## src/shared/pie_pkg.sv

```systemverilog
// constants, register map and state type for the upper interrupt-enable block
package pie_pkg;

    // ------------------------------------------------------------------
    // register map (byte addresses on the apb bus)
    // ------------------------------------------------------------------
    localparam int          PIE_ADDR_W      = 12;
    localparam logic [11:0] PIE_OFF_UPPER   = 12'h000;
    localparam logic [11:0] PIE_OFF_LOWER   = 12'h004;
    localparam logic [11:0] PIE_OFF_STATUS  = 12'h008;
    localparam logic [11:0] PIE_OFF_MASK    = 12'h00C;
    localparam logic [11:0] PIE_OFF_FWD     = 12'h010;

    // ------------------------------------------------------------------
    // field positions
    // ------------------------------------------------------------------
    localparam int PIE_BIT_GP       = 7;
    localparam int PIE_BIT_USB      = 6;
    localparam int PIE_BIT_FIFO_SER = 5;
    localparam int PIE_BIT_TWO_WIRE = 4;
    localparam int PIE_BIT_GLOBAL   = 7;

    // event and forwarded-request index
    localparam int PIE_NSRC         = 4;
    localparam int PIE_EV_GP        = 0;
    localparam int PIE_EV_USB       = 1;
    localparam int PIE_EV_FIFO_SER  = 2;
    localparam int PIE_EV_TWO_WIRE  = 3;

    // ------------------------------------------------------------------
    // reset values
    // ------------------------------------------------------------------
    localparam logic [7:0]  PIE_UPPER_RST   = 8'h00;
    localparam logic [7:0]  PIE_LOWER_RST   = 8'h00;
    localparam logic [3:0]  PIE_SRC_RST     = 4'h0;
    localparam logic [31:0] PIE_DATA_ZERO   = 32'h0000_0000;

    typedef struct packed {
        logic [7:0]          upper;
        logic [7:0]          lower;
        logic [PIE_NSRC-1:0] status;
        logic [PIE_NSRC-1:0] mask;
        logic [PIE_NSRC-1:0] fwd;
        logic                irq;
        logic                pready;
        logic                pslverr;
        logic [31:0]         prdata;
    } pie_state_t;

    localparam pie_state_t PIE_STATE_RST = '{
        upper   : PIE_UPPER_RST,
        lower   : PIE_LOWER_RST,
        status  : PIE_SRC_RST,
        mask    : PIE_SRC_RST,
        fwd     : PIE_SRC_RST,
        irq     : 1'b0,
        pready  : 1'b0,
        pslverr : 1'b0,
        prdata  : PIE_DATA_ZERO
    };

endpackage

```

## src/shared/pie_gate_if.sv

```systemverilog
// carrier between the register block and the source gating unit
`timescale 1ns/10ps
interface pie_gate_if;
    import pie_pkg::*;

    logic [7:0]          upper;
    logic                global_en;
    logic [3:0]          gp_pin_req;
    logic                usb_req;
    logic                fifo_req;
    logic                spi_req;
    logic                hss_req;
    logic                two_wire_req;
    logic [PIE_NSRC-1:0] fwd;

    modport ctrl (
        output upper,
        output global_en,
        output gp_pin_req,
        output usb_req,
        output fifo_req,
        output spi_req,
        output hss_req,
        output two_wire_req,
        input  fwd
    );

    modport gate (
        input  upper,
        input  global_en,
        input  gp_pin_req,
        input  usb_req,
        input  fifo_req,
        input  spi_req,
        input  hss_req,
        input  two_wire_req,
        output fwd
    );
endinterface

```

## src/verilog/pie_gate.sv

```systemverilog
// combinational gating of each source group by its enable and the global enable
`timescale 1ns/10ps
module pie_gate
    import pie_pkg::*;
(
    pie_gate_if.gate g
);
    logic [PIE_NSRC-1:0] src;
    logic [PIE_NSRC-1:0] en;
    wire  [PIE_NSRC-1:0] gated;

    always_comb
    begin
        src                  = '0;
        en                   = '0;
        // pins arrive already qualified by their own enable and level bits
        src[PIE_EV_GP]       = |g.gp_pin_req;                         // RULE1
        en[PIE_EV_GP]        = g.upper[PIE_BIT_GP];                   // RULE1
        src[PIE_EV_USB]      = g.usb_req;                             // RULE2
        en[PIE_EV_USB]       = g.upper[PIE_BIT_USB];                  // RULE2
        src[PIE_EV_FIFO_SER] = g.fifo_req | g.spi_req | g.hss_req;    // RULE3
        en[PIE_EV_FIFO_SER]  = g.upper[PIE_BIT_FIFO_SER];             // RULE3
        src[PIE_EV_TWO_WIRE] = g.two_wire_req;                        // RULE4
        en[PIE_EV_TWO_WIRE]  = g.upper[PIE_BIT_TWO_WIRE];             // RULE4
    end

    genvar i;
    generate
        for (i = 0; i < PIE_NSRC; i++)
        begin : g_src
            assign gated[i] = src[i] & en[i] & g.global_en;           // RULE5
        end
    endgenerate

    // one driver for the whole carrier field, the bits are built on a local net
    assign g.fwd = gated;
endmodule // pie_gate

```

## src/verilog/pie_top.sv

```systemverilog
// upper interrupt-enable register with apb access, source gating and event status
// Functional notes
// [RULE1] The pin-interrupt enable passes the four general-purpose pin requests, each already qualified by its own pin enable and level bits, and blocks them when clear.
// [RULE2] Enable bit 6 passes the usb request to the interrupt controller and masks it when clear.
// [RULE3] Enable bit 5 is one shared enable for the fifo, spi and high-speed serial requests.
// [RULE4] Enable bit 4 forwards the two-wire request when set and masks it when clear.
// [RULE5] The global enable bit of the lower enable register blocks every source while it is clear.
// [RULE6] Every bit of the upper enable register resets to zero and is readable and writable.
// [RULE7] Firmware always writes zero to the two lowest, reserved bits of the upper enable register.
`timescale 1ns/10ps
module pie_top
    import pie_pkg::*;
(
    input  wire logic        clk_sys,
    input  wire logic        resetn,
    input  wire logic        psel,
    input  wire logic        penable,
    input  wire logic        pwrite,
    input  wire logic [11:0] paddr,
    input  wire logic [31:0] pwdata,
    output logic      [31:0] prdata,
    output logic             pready,
    output logic             pslverr,
    input  wire logic        gp_pin_a,
    input  wire logic        gp_pin_b,
    input  wire logic        gp_pin_clock_shared,
    input  wire logic        gp_pin_d,
    input  wire logic        usb_irq_req,
    input  wire logic        fifo_irq_req,
    input  wire logic        spi_irq_req,
    input  wire logic        hss_irq_req,
    input  wire logic        two_wire_irq_req,
    output logic             gp_irq,
    output logic             usb_irq,
    output logic             fifo_serial_irq,
    output logic             two_wire_irq,
    output logic             irq
);

    // ------------------------------------------------------------------
    // address decode
    // ------------------------------------------------------------------
    function automatic logic addr_hit(input logic [11:0] a, input logic [11:0] off);
        addr_hit = (a == off);
    endfunction

    pie_state_t s_reg;
    pie_state_t s_next;
    pie_gate_if gif ();

    logic        acc_done;
    logic        wr_done;
    logic        rd_done;
    logic        mapped;
    logic [31:0] rd_val;
    logic [PIE_NSRC-1:0] ev;

    // ------------------------------------------------------------------
    // source gating
    // ------------------------------------------------------------------
    assign gif.upper        = s_reg.upper;
    assign gif.global_en    = s_reg.lower[PIE_BIT_GLOBAL];
    assign gif.gp_pin_req   = {gp_pin_d, gp_pin_clock_shared, gp_pin_b, gp_pin_a};
    assign gif.usb_req      = usb_irq_req;
    assign gif.fifo_req     = fifo_irq_req;
    assign gif.spi_req      = spi_irq_req;
    assign gif.hss_req      = hss_irq_req;
    assign gif.two_wire_req = two_wire_irq_req;

    pie_gate i_pie_gate (
        .g (gif.gate)
    );

    // ------------------------------------------------------------------
    // next state
    // ------------------------------------------------------------------
    always_comb
    begin
        s_next   = s_reg;
        // one wait state: pready rises on the second access cycle
        acc_done = psel & penable & s_reg.pready;
        wr_done  = acc_done & pwrite;
        rd_done  = acc_done & ~pwrite;
        mapped   = 1'b1;
        rd_val   = PIE_DATA_ZERO;

        if (addr_hit(paddr, PIE_OFF_UPPER))
        begin
            rd_val[7:0] = s_reg.upper;                                // RULE6
        end
        else if (addr_hit(paddr, PIE_OFF_LOWER))
        begin
            rd_val[7:0] = s_reg.lower;
        end
        else if (addr_hit(paddr, PIE_OFF_STATUS))
        begin
            rd_val[PIE_NSRC-1:0] = s_reg.status;
        end
        else if (addr_hit(paddr, PIE_OFF_MASK))
        begin
            rd_val[PIE_NSRC-1:0] = s_reg.mask;
        end
        else if (addr_hit(paddr, PIE_OFF_FWD))
        begin
            rd_val[PIE_NSRC-1:0] = s_reg.fwd;
        end
        else
        begin
            mapped = 1'b0;
        end

        s_next.pready  = psel & penable & ~s_reg.pready;
        s_next.pslverr = psel & penable & ~s_reg.pready & ~mapped;
        if (psel & penable & ~s_reg.pready & ~pwrite)
        begin
            s_next.prdata = rd_val;
        end
        else if (acc_done)
        begin
            s_next.prdata = PIE_DATA_ZERO;
        end

        if (wr_done)
        begin
            if (addr_hit(paddr, PIE_OFF_UPPER))
            begin
                // reserved low bits are stored as written; firmware keeps them zero
                s_next.upper = pwdata[7:0];                           // RULE6
            end
            else if (addr_hit(paddr, PIE_OFF_LOWER))
            begin
                s_next.lower = pwdata[7:0];                           // RULE5
            end
            else if (addr_hit(paddr, PIE_OFF_MASK))
            begin
                s_next.mask = pwdata[PIE_NSRC-1:0];
            end
        end

        // registered forwards to the interrupt controller
        s_next.fwd = gif.fwd;                                         // RULE1 RULE2 RULE3 RULE4
        ev         = gif.fwd & ~s_reg.fwd;

        // a status read clears, but an event in the same cycle still sets
        if (rd_done && addr_hit(paddr, PIE_OFF_STATUS))
        begin
            s_next.status = ev;
        end
        else
        begin
            s_next.status = s_reg.status | ev;
        end

        s_next.irq = |(s_next.status & s_next.mask);
    end

    // ------------------------------------------------------------------
    // state register
    // ------------------------------------------------------------------
    always_ff @(posedge clk_sys)
    begin
        if (!resetn)
        begin
            s_reg <= PIE_STATE_RST;                                   // RULE6
        end
        else
        begin
            s_reg <= s_next;
        end
    end

    assign prdata          = s_reg.prdata;
    assign pready          = s_reg.pready;
    assign pslverr         = s_reg.pslverr;
    assign gp_irq          = s_reg.fwd[PIE_EV_GP];
    assign usb_irq         = s_reg.fwd[PIE_EV_USB];
    assign fifo_serial_irq = s_reg.fwd[PIE_EV_FIFO_SER];
    assign two_wire_irq    = s_reg.fwd[PIE_EV_TWO_WIRE];
    assign irq             = s_reg.irq;

    // ------------------------------------------------------------------
    // assertions
    // ------------------------------------------------------------------
    property p_gp_gate;
        @(posedge clk_sys) disable iff (!resetn)
        $past(resetn) |-> gp_irq == ($past(s_reg.lower[PIE_BIT_GLOBAL])
            && $past(s_reg.upper[PIE_BIT_GP])
            && (|$past(gif.gp_pin_req)));
    endproperty
    a_gp_gate: assert property (p_gp_gate) else $error("pin group gating wrong"); // RULE1

    property p_usb_gate;
        @(posedge clk_sys) disable iff (!resetn)
        (usb_irq_req && !s_reg.upper[PIE_BIT_USB]) |=> !usb_irq;
    endproperty
    a_usb_gate: assert property (p_usb_gate) else $error("usb passed while disabled"); // RULE2

    property p_usb_pass;
        @(posedge clk_sys) disable iff (!resetn)
        (usb_irq_req && s_reg.upper[PIE_BIT_USB] && s_reg.lower[PIE_BIT_GLOBAL]) |=> usb_irq;
    endproperty
    a_usb_pass: assert property (p_usb_pass) else $error("usb not forwarded"); // RULE2

    property p_fifo_gate;
        @(posedge clk_sys) disable iff (!resetn)
        $past(resetn) |-> fifo_serial_irq == ($past(s_reg.upper[PIE_BIT_FIFO_SER])
            && $past(s_reg.lower[PIE_BIT_GLOBAL])
            && ($past(fifo_irq_req) || $past(spi_irq_req) || $past(hss_irq_req)));
    endproperty
    a_fifo_gate: assert property (p_fifo_gate) else $error("shared serial gating wrong"); // RULE3

    property p_two_wire_gate;
        @(posedge clk_sys) disable iff (!resetn)
        $past(resetn) |-> two_wire_irq == ($past(s_reg.upper[PIE_BIT_TWO_WIRE])
            && $past(s_reg.lower[PIE_BIT_GLOBAL]) && $past(two_wire_irq_req));
    endproperty
    a_two_wire_gate: assert property (p_two_wire_gate) else $error("two-wire gating wrong"); // RULE4

    property p_global_off;
        @(posedge clk_sys) disable iff (!resetn)
        !s_reg.lower[PIE_BIT_GLOBAL] |=> !(gp_irq || usb_irq || fifo_serial_irq || two_wire_irq);
    endproperty
    a_global_off: assert property (p_global_off) else $error("request passed with global off"); // RULE5

    property p_reset_zero;
        @(posedge clk_sys) disable iff (!resetn)
        $rose(resetn) |-> (s_reg.upper == PIE_UPPER_RST) ##1 !(usb_irq || gp_irq);
    endproperty
    a_reset_zero: assert property (p_reset_zero) else $error("enable not cleared by reset"); // RULE6

    property p_upper_write;
        @(posedge clk_sys) disable iff (!resetn)
        (wr_done && addr_hit(paddr, PIE_OFF_UPPER)) |=> s_reg.upper == $past(pwdata[7:0]);
    endproperty
    a_upper_write: assert property (p_upper_write) else $error("enable write lost"); // RULE6

    // ------------------------------------------------------------------
    // bus and status assertions
    // ------------------------------------------------------------------
    property p_pready_answer;
        @(posedge clk_sys) disable iff (!resetn)
        (psel && penable && !pready) |=> pready;
    endproperty
    a_pready_answer: assert property (p_pready_answer) else $error("no ready after access");

    // the answer must not linger into a setup cycle that follows at once
    property p_pready_pulse;
        @(posedge clk_sys) disable iff (!resetn)
        pready |=> !pready;
    endproperty
    a_pready_pulse: assert property (p_pready_pulse) else $error("ready held too long");

    property p_err_with_ready;
        @(posedge clk_sys) disable iff (!resetn)
        pslverr |-> pready;
    endproperty
    a_err_with_ready: assert property (p_err_with_ready) else $error("error without ready");

    property p_err_pulse;
        @(posedge clk_sys) disable iff (!resetn)
        pslverr |=> !pslverr;
    endproperty
    a_err_pulse: assert property (p_err_pulse) else $error("error held too long");

    property p_rdata_idle;
        @(posedge clk_sys) disable iff (!resetn)
        !pready |-> prdata == PIE_DATA_ZERO;
    endproperty
    a_rdata_idle: assert property (p_rdata_idle) else $error("read data outside answer");

    property p_upper_read;
        @(posedge clk_sys) disable iff (!resetn)
        (psel && penable && !pready && !pwrite && addr_hit(paddr, PIE_OFF_UPPER))
            |=> prdata[7:0] == $past(s_reg.upper);
    endproperty
    a_upper_read: assert property (p_upper_read) else $error("enable read wrong"); // RULE6

    property p_fwd_read;
        @(posedge clk_sys) disable iff (!resetn)
        (psel && penable && !pready && !pwrite && addr_hit(paddr, PIE_OFF_FWD))
            |=> prdata[PIE_NSRC-1:0] == $past(s_reg.fwd);
    endproperty
    a_fwd_read: assert property (p_fwd_read) else $error("forward view read wrong");

    property p_unmapped_keep;
        @(posedge clk_sys) disable iff (!resetn)
        (wr_done && !mapped) |=> $stable(s_reg.upper) && $stable(s_reg.lower) && $stable(s_reg.mask);
    endproperty
    a_unmapped_keep: assert property (p_unmapped_keep) else $error("unmapped write stored");

    property p_irq_level;
        @(posedge clk_sys) disable iff (!resetn)
        irq == (|(s_reg.status & s_reg.mask));
    endproperty
    a_irq_level: assert property (p_irq_level) else $error("irq not status and mask");

    property p_status_clear;
        @(posedge clk_sys) disable iff (!resetn)
        (rd_done && addr_hit(paddr, PIE_OFF_STATUS) && ev == PIE_SRC_RST) |=> s_reg.status == PIE_SRC_RST;
    endproperty
    a_status_clear: assert property (p_status_clear) else $error("status not cleared by read");

    // a clearing read must never swallow an event of the same cycle
    property p_event_wins;
        @(posedge clk_sys) disable iff (!resetn)
        (ev != PIE_SRC_RST) |=> (s_reg.status & $past(ev)) == $past(ev);
    endproperty
    a_event_wins: assert property (p_event_wins) else $error("event lost");

endmodule // pie_top
```

## config.mk

```make
export PLATFORM = sky130hd
export DESIGN_NAME = pie_top
export DESIGN_NICKNAME = d
export VERILOG_FILES = /design/src/shared/pie_pkg.sv /design/src/shared/pie_gate_if.sv /design/src/verilog/pie_gate.sv /design/src/verilog/pie_top.sv
export SDC_FILE = /design/constraint.sdc
export NUM_CORES = 1
export LEC_CHECK = 0
export ABC_AREA = 0
export ABC_CLOCK_PERIOD_IN_PS = 2310
export BUFFER_PORTS_ARGS = -buffer_cell sky130_fd_sc_hd__buf_2
export CORE_MARGIN = 5
export CORE_UTILIZATION = 46
export DETAILED_ROUTE_END_ITERATION = 10
export GPL_ROUTABILITY_DRIVEN = 0
export PLACE_DENSITY = 0.79
export SLEW_MARGIN = 10
export SYNTH_ARGS = -nofsm -noshare
export SYNTH_HDL_FRONTEND = slang
export SYNTH_SLANG_ARGS = --single-unit
```

## constraint.sdc

```tcl
create_clock -name clk_sys -period 2.31 [get_ports clk_sys]
set_input_delay 0.1155 -clock clk_sys [delete_from_list [all_inputs] [get_ports clk_sys]]
set_output_delay 0.1155 -clock clk_sys [all_outputs]
set_load 0.1 [all_outputs]
```

==> metrics.cfg, run 1 <==
[setup_path]
cpMostUsedCell = or4_4
critPathArrivalTime_ns = 2.19
crit_fanout = 13
crit_path_start_kind = primary input
worstPathRequired_ns = 2.48
r2r_setup_slack_ns = 0.29
rr_worst_depth = 5
r2r_start = pready$_SDFF_PN0_
crit_family = simple AND/OR/NAND/NOR gates
cp_slowest_cell = or4_4
crit_buf_inv = 1
path_cells = buf_2 -> or4_4 -> or4_4 -> o21ai_0 -> a22oi_1 -> o41a_1
rr_endpoint = irq$_SDFF_PN0_
crit_type = primary input to flop
critical-path-max-stage-delay_ns = 0.59
cp.depth = 6
end_kind = flop

[clocking]
clock_latency_ns = 0.29
clock-sinks = 39
cts_buffer_depth = 2
cts_resized = 0
cts_tree = built
htreeDepth = 2
cts_buffers = 5
cts_root_buf = clkbuf_8
postCtsSetupBuffers = 0
clk_pin_slew_ns = 0.07
ctsHoldBuffers = 0

[global_routing]
track_usage_pct = 15.4
grt_first_pass_wirelength_mm = 7.46
gr-total-overflow = 0
grt_pass1_vias = 1600
grt_max_degree = 38
antenna_found_initial = 0

[job]
drv_cap = 0

[logic_synthesis]
synth-edff-count = 0
yosys_warnings = 0
yosysTopAreaCell = dfxtp_1
synth_cell_type_count = 39
netlist_instances = 236
netlist.area_leader.share_pct = 38.4
synth_most_common_cell = dfxtp_1
async_flop_share_pct = 0
synthesis.area_sq_um = 2030
yosys_register_bits = 39
seq_area_frac_synth_pct = 38.4
synth_ff_type = dfxtp_1
synthTopCellsByCount = dfxtp_1 (39), buf_4 (33), nand2_1 (28)
synth_area_leaders = dfxtp_1 (38%), buf_4 (12%), a21boi_0 (5.9%), mux2i_1 (5.4%), nand2_1 (5.2%)
syn_avg_cell_area_sq_um = 8.62

[sta]
rsz0062_at_grt = false
slew_viol_final = 0
tns_ns = 0
hold_viol = 0
finalSetupViolCount = 0
fin_crit_ns = 2.02
period_share_pct = 87.2
maxSlewHeadroom_pct = 63.8
finalClockSkew_ns = 0.00318
worstMarginPinSlew_ns = 0.543
fmax_mhz = 496

[drt]
drtPass1Iterations = 4
ant_nets = 0
drtIter0Drc = 231
wl_mm = 4.64
num_vias = 1726
routedWlPerCell_microns = 14.0
viasPerCell = 5.21
drc = 0

[placed_design]
port_buffers = 48
dp_cells = 323
dp_hpwl_mm = 3.53

[die]
die_y_microns = 76.5
die_area_sq_um = 5850
num_io_pins = 97
die_x_microns = 76.5
core_sq_um = 4320
rows = 24
initial_core_util_pct = 47.0

[power]
p_per_area_nw_per_um2 = 602
p_leak_nw = 0.887
peakVddDrop_v = 0.000263

[final_layout]
num_antenna_cells = 0
area_growth_syn_to_layout_pct = 11.8
largest_reg_flops = 15
fillers = 408
final_nets = 336
drive_gt1_share_pct = 24.0
layout.cells.non_filler = 331

[hold_path]
hp-start = usb_irq_req
worstHoldPathCells = 3
hp-class = primary input to flop
whs_endpoint = usb_irq$_SDFF_PN0_

[outcome]
status = finished, final reports clean

==> tightest hold or removal path: stages <==
cell	delay (ns)
buf_2	0.11
nand2_1	0.06
nor2_1	0.03
==> power breakdown <==
part	switching [W]	leakage [nW]	internal (W)	total (W)
registers	0.000000977	0.315	0.000673	0.000674
clock network	0.000228	0.0422	0.000212	0.000440
logic	0.000219	0.530	0.0000358	0.000255
==> cell families after synthesis <==
group	count (synthesis)	share of synthesized area [%]
muxes	12	5.97
other	1	0.184
buffers and inverters	45	14.8
and+or+nand+nor	81	21.6
AOI/OAI and AO/OA	58	19.1
DFF	39	38.4
==> layer usage <==
metal	up-vias	global-route usage [%]	share of wire, %
met1	793	18.0	41
li1	861	-	-
met4	0	7.69	2.7
met5	-	0	0
met3	13	4.14	6.2
met2	59	25.6	50
==> area by class of cell <==
cell class	instances	area, sq um	area share [%]
Clock buffer	7	76.3	3.36
Clock inverter	1	5.00	0.220
Inverter	2	7.51	0.330
Multi-Input combinational cell	175	1050	46.0
Sequential cell	39	782	34.4
Tap cell	52	65.1	2.86
Timing Repair Buffer	55	293	12.9
==> placed cells by master, fill, tap and decap left out, types with 2 or more instances in the layout <==
| cell type | count |
|---|---|
| buf_4 | 7 |
| o21ai_1 | 2 |
| and3_1 | 2 |
| or4_4 | 2 |
| a22o_1 | 3 |
| buf_2 | 48 |
| nor4_1 | 3 |
| nand4b_1 | 2 |
| o21ai_0 | 15 |
| nor3_1 | 4 |
| a21boi_0 | 16 |
| nand2b_1 | 3 |
| nand3b_1 | 2 |
| inv_1 | 2 |
| nor3b_1 | 2 |
| a21oi_1 | 7 |
| and2_1 | 3 |
| or4_1 | 2 |
| a32o_1 | 2 |
| mux2i_1 | 11 |
| nand3_1 | 9 |
| a22oi_1 | 6 |
| o22ai_1 | 2 |
| nor2_1 | 4 |
| conb_1 | 24 |
| clkbuf_1 | 2 |
| nor2b_1 | 11 |
| nand2_1 | 28 |
| dfxtp_1 | 38 |
| clkbuf_8 | 5 |
==> worst max path at each step <==
stage,start,to,slack [ns]
2_1_floorplan,pready$_SDFF_PN0_,irq$_SDFF_PN0_,0.15
3_3_place_gp,paddr[0],irq$_SDFF_PN0_,0.04
3_5_place_dp,paddr[0],irq$_SDFF_PN0_,0.02
4_1_cts,paddr[0],irq$_SDFF_PN0_,0.32
5_1_grt,paddr[0],irq$_SDFF_PN0_,0.20
6_report,paddr[0],irq$_SDFF_PN0_,0.29
==> per-stage QoR <==
| step | setup WS, ns | utilization [%] | area, sq um | power [W] | hold slack, ns |
|---|---|---|---|---|---|
| global route | 0.198 | 52.6 | 2270 | 0.00142 | 0.0484 |
| floorplan | 0.151 | - | 2120 | 0.000934 | 0.236 |
| global placement | 0.0355 | 50.7 | 2190 | 0.000942 | 0.361 |
| detailed placement | 0.0160 | 50.7 | 2190 | 0.000943 | 0.365 |
| CTS | 0.321 | 52.6 | 2270 | 0.00138 | 0.0533 |
| finish | 0.295 | 52.6 | 2270 | 0.00137 | 0.0552 |
Note: power is estimated with default switching activity, not from simulation.
==> run 2: changes to the inputs <==
--- a/config.mk
+++ b/config.mk
@@ -8,11 +8,13 @@
 export ABC_AREA = 0
 export ABC_CLOCK_PERIOD_IN_PS = 2310
 export BUFFER_PORTS_ARGS = -buffer_cell sky130_fd_sc_hd__buf_2
+export CELL_PAD_IN_SITES_DETAIL_PLACEMENT = 1
+export CELL_PAD_IN_SITES_GLOBAL_PLACEMENT = 1
 export CORE_MARGIN = 5
-export CORE_UTILIZATION = 46
+export CORE_UTILIZATION = 33
 export DETAILED_ROUTE_END_ITERATION = 10
 export GPL_ROUTABILITY_DRIVEN = 0
-export PLACE_DENSITY = 0.79
+export PLACE_DENSITY = 0.83
 export SLEW_MARGIN = 10
 export SYNTH_ARGS = -nofsm -noshare
 export SYNTH_HDL_FRONTEND = slang
==> run 2 against run 1 <==
Compared with the run above:
- flip-flop and latch count is the same
- critical path depth down 1
- clock power up 35%
- first-iteration DRC count shrank 56%
- clock skew increased by 0.0037 ns
- register-to-register slack hardly changed
- hold slack got worse by 0.0028 ns
- via count is 1.4% higher
- sequential power barely moved
- wire length up 19%
- fmax is 0.67% higher
==> metrics.cfg, run 2 (synthesis gave the netlist of run 1 again) <==
[outcome]
status = finished, final reports clean

[sta]
finalSetupViolCount = 0
whs_ns = 0.0524
slew_viol_final = 0
maxSlewHeadroom_pct = 61.5
rsz0062_at_grt = false
worstMarginPinSlew_ns = 0.577
tns_ns = 0
period_share_pct = 86.7
fin_crit_ns = 2.00
finalClockSkew_ns = 0.00691
fmax_mhz = 500
hold_viol = 0

[die]
die_y_microns = 88.5
die_area_sq_um = 7830
num_io_pins = 97
core_sq_um = 5960
die_x_microns = 88.5
rows = 28
initial_core_util_pct = 34.2

[clocking]
cts_buffer_depth = 2
ctsHoldBuffers = 0
clock-sinks = 39
cts_resized = 0
htreeDepth = 2
clk_pin_slew_ns = 0.08
cts_buffers = 5
cts_root_buf = clkbuf_8
clock_latency_ns = 0.30
cts_tree = built
postCtsSetupBuffers = 0

[final_layout]
area_growth_syn_to_layout_pct = 15.0
layout_commonest_cell = buf_2
drive_gt1_share_pct = 24.7
num_antenna_cells = 0
final_cell_mix = buf_2 (48), dfxtp_1 (38), nand2_1 (28)
layout.cells.non_filler = 354
fin_util_pct = 39.3
final_nets = 336
largest_reg_flops = 15

[power]
p_leak_nw = 0.905
peakVddDrop_v = 0.000235
p_per_area_nw_per_um2 = 653

[placed_design]
dp_hpwl_mm = 4.15
port_buffers = 48
dp_cells = 346

[global_routing]
gr-total-overflow = 0
grt_pass1_vias = 1819
grt_max_degree = 38
grt_first_pass_wirelength_mm = 8.94
track_usage_pct = 14.8
antenna_found_initial = 0

[drt]
num_vias = 1751
wl_mm = 5.50
drtPass1Iterations = 4
drc = 0
drtIter0Drc = 102
ant_nets = 0
viasPerCell = 4.95
routedWlPerCell_microns = 15.5

[setup_path]
crit_fanout = 5
crit_buf_inv = 1
worstPathRequired_ns = 2.49
end_kind = flop
critical-path-max-stage-delay_ns = 0.64
crit_path_start_kind = flop
crit_family = compound AO/OA/AOI/OAI gates
path_cells = inv_1 -> or4_1 -> o21ai_0 -> a22oi_1 -> o41a_1
critPathArrivalTime_ns = 2.18
crit_type = flop to flop
cp_slowest_cell = or4_1

[hold_path]
hp-class = primary input to flop

[job]
drv_cap = 0

## run 2: final cells by class
type                            instances  area, sq um
Clock buffer                            6         82.6
Multi-Input combinational cell        175         1050
Tap cell                               75         93.8
Clock inverter                          2         35.0
Inverter                                2         7.51
Timing Repair Buffer                   55          293
Fill cell                             753         3620
Sequential cell                        39          782
## run 2: stage by stage
step	setup slack [ns]	cell area (sq um)	total power, W
floorplan	0.151	2120	0.000934
global placement	0.0219	2220	0.000944
detailed placement	-0.00699	2220	0.000947
CTS	0.314	2340	0.00154
global route	0.198	2340	0.00158
finish	0.308	2340	0.00153
## run 2: worst paths after layout
kind	from	end	slack (ns)	cells after the start
max reg2reg	pready$_SDFF_PN0_	irq$_SDFF_PN0_	0.31	5
max	pready$_SDFF_PN0_	irq$_SDFF_PN0_	0.31	5
min reg2reg	gif.upper[1]$_SDFFE_PN0P_	gif.upper[1]$_SDFFE_PN0P_	0.47	2
min	two_wire_irq_req	two_wire_irq$_SDFF_PN0_	0.05	3
## run 2: worst min-delay path: cells and delay by family
kind | cells | cell delay [ns]
buffers and inverters | 1 | 0.11
and+or+nand+nor | 2 | 0.09
## run 2: metal layers
layer	track usage [%]	routed length, microns	vias to the layer above
met2	25.8	2840	55
met4	6.32	77	0
met1	17.8	2260	830
li1	-	-	859
met5	0	0	-
met3	2.70	322	7
## run 2: report_power, final
group / leakage [nW] / switching, W / internal (W)
clock network: 0.0612 / 0.000246 / 0.000350
registers: 0.315 / 0.00000101 / 0.000673
logic: 0.530 / 0.000222 / 0.0000369
total: 0.905 / 0.000469 / 0.00106
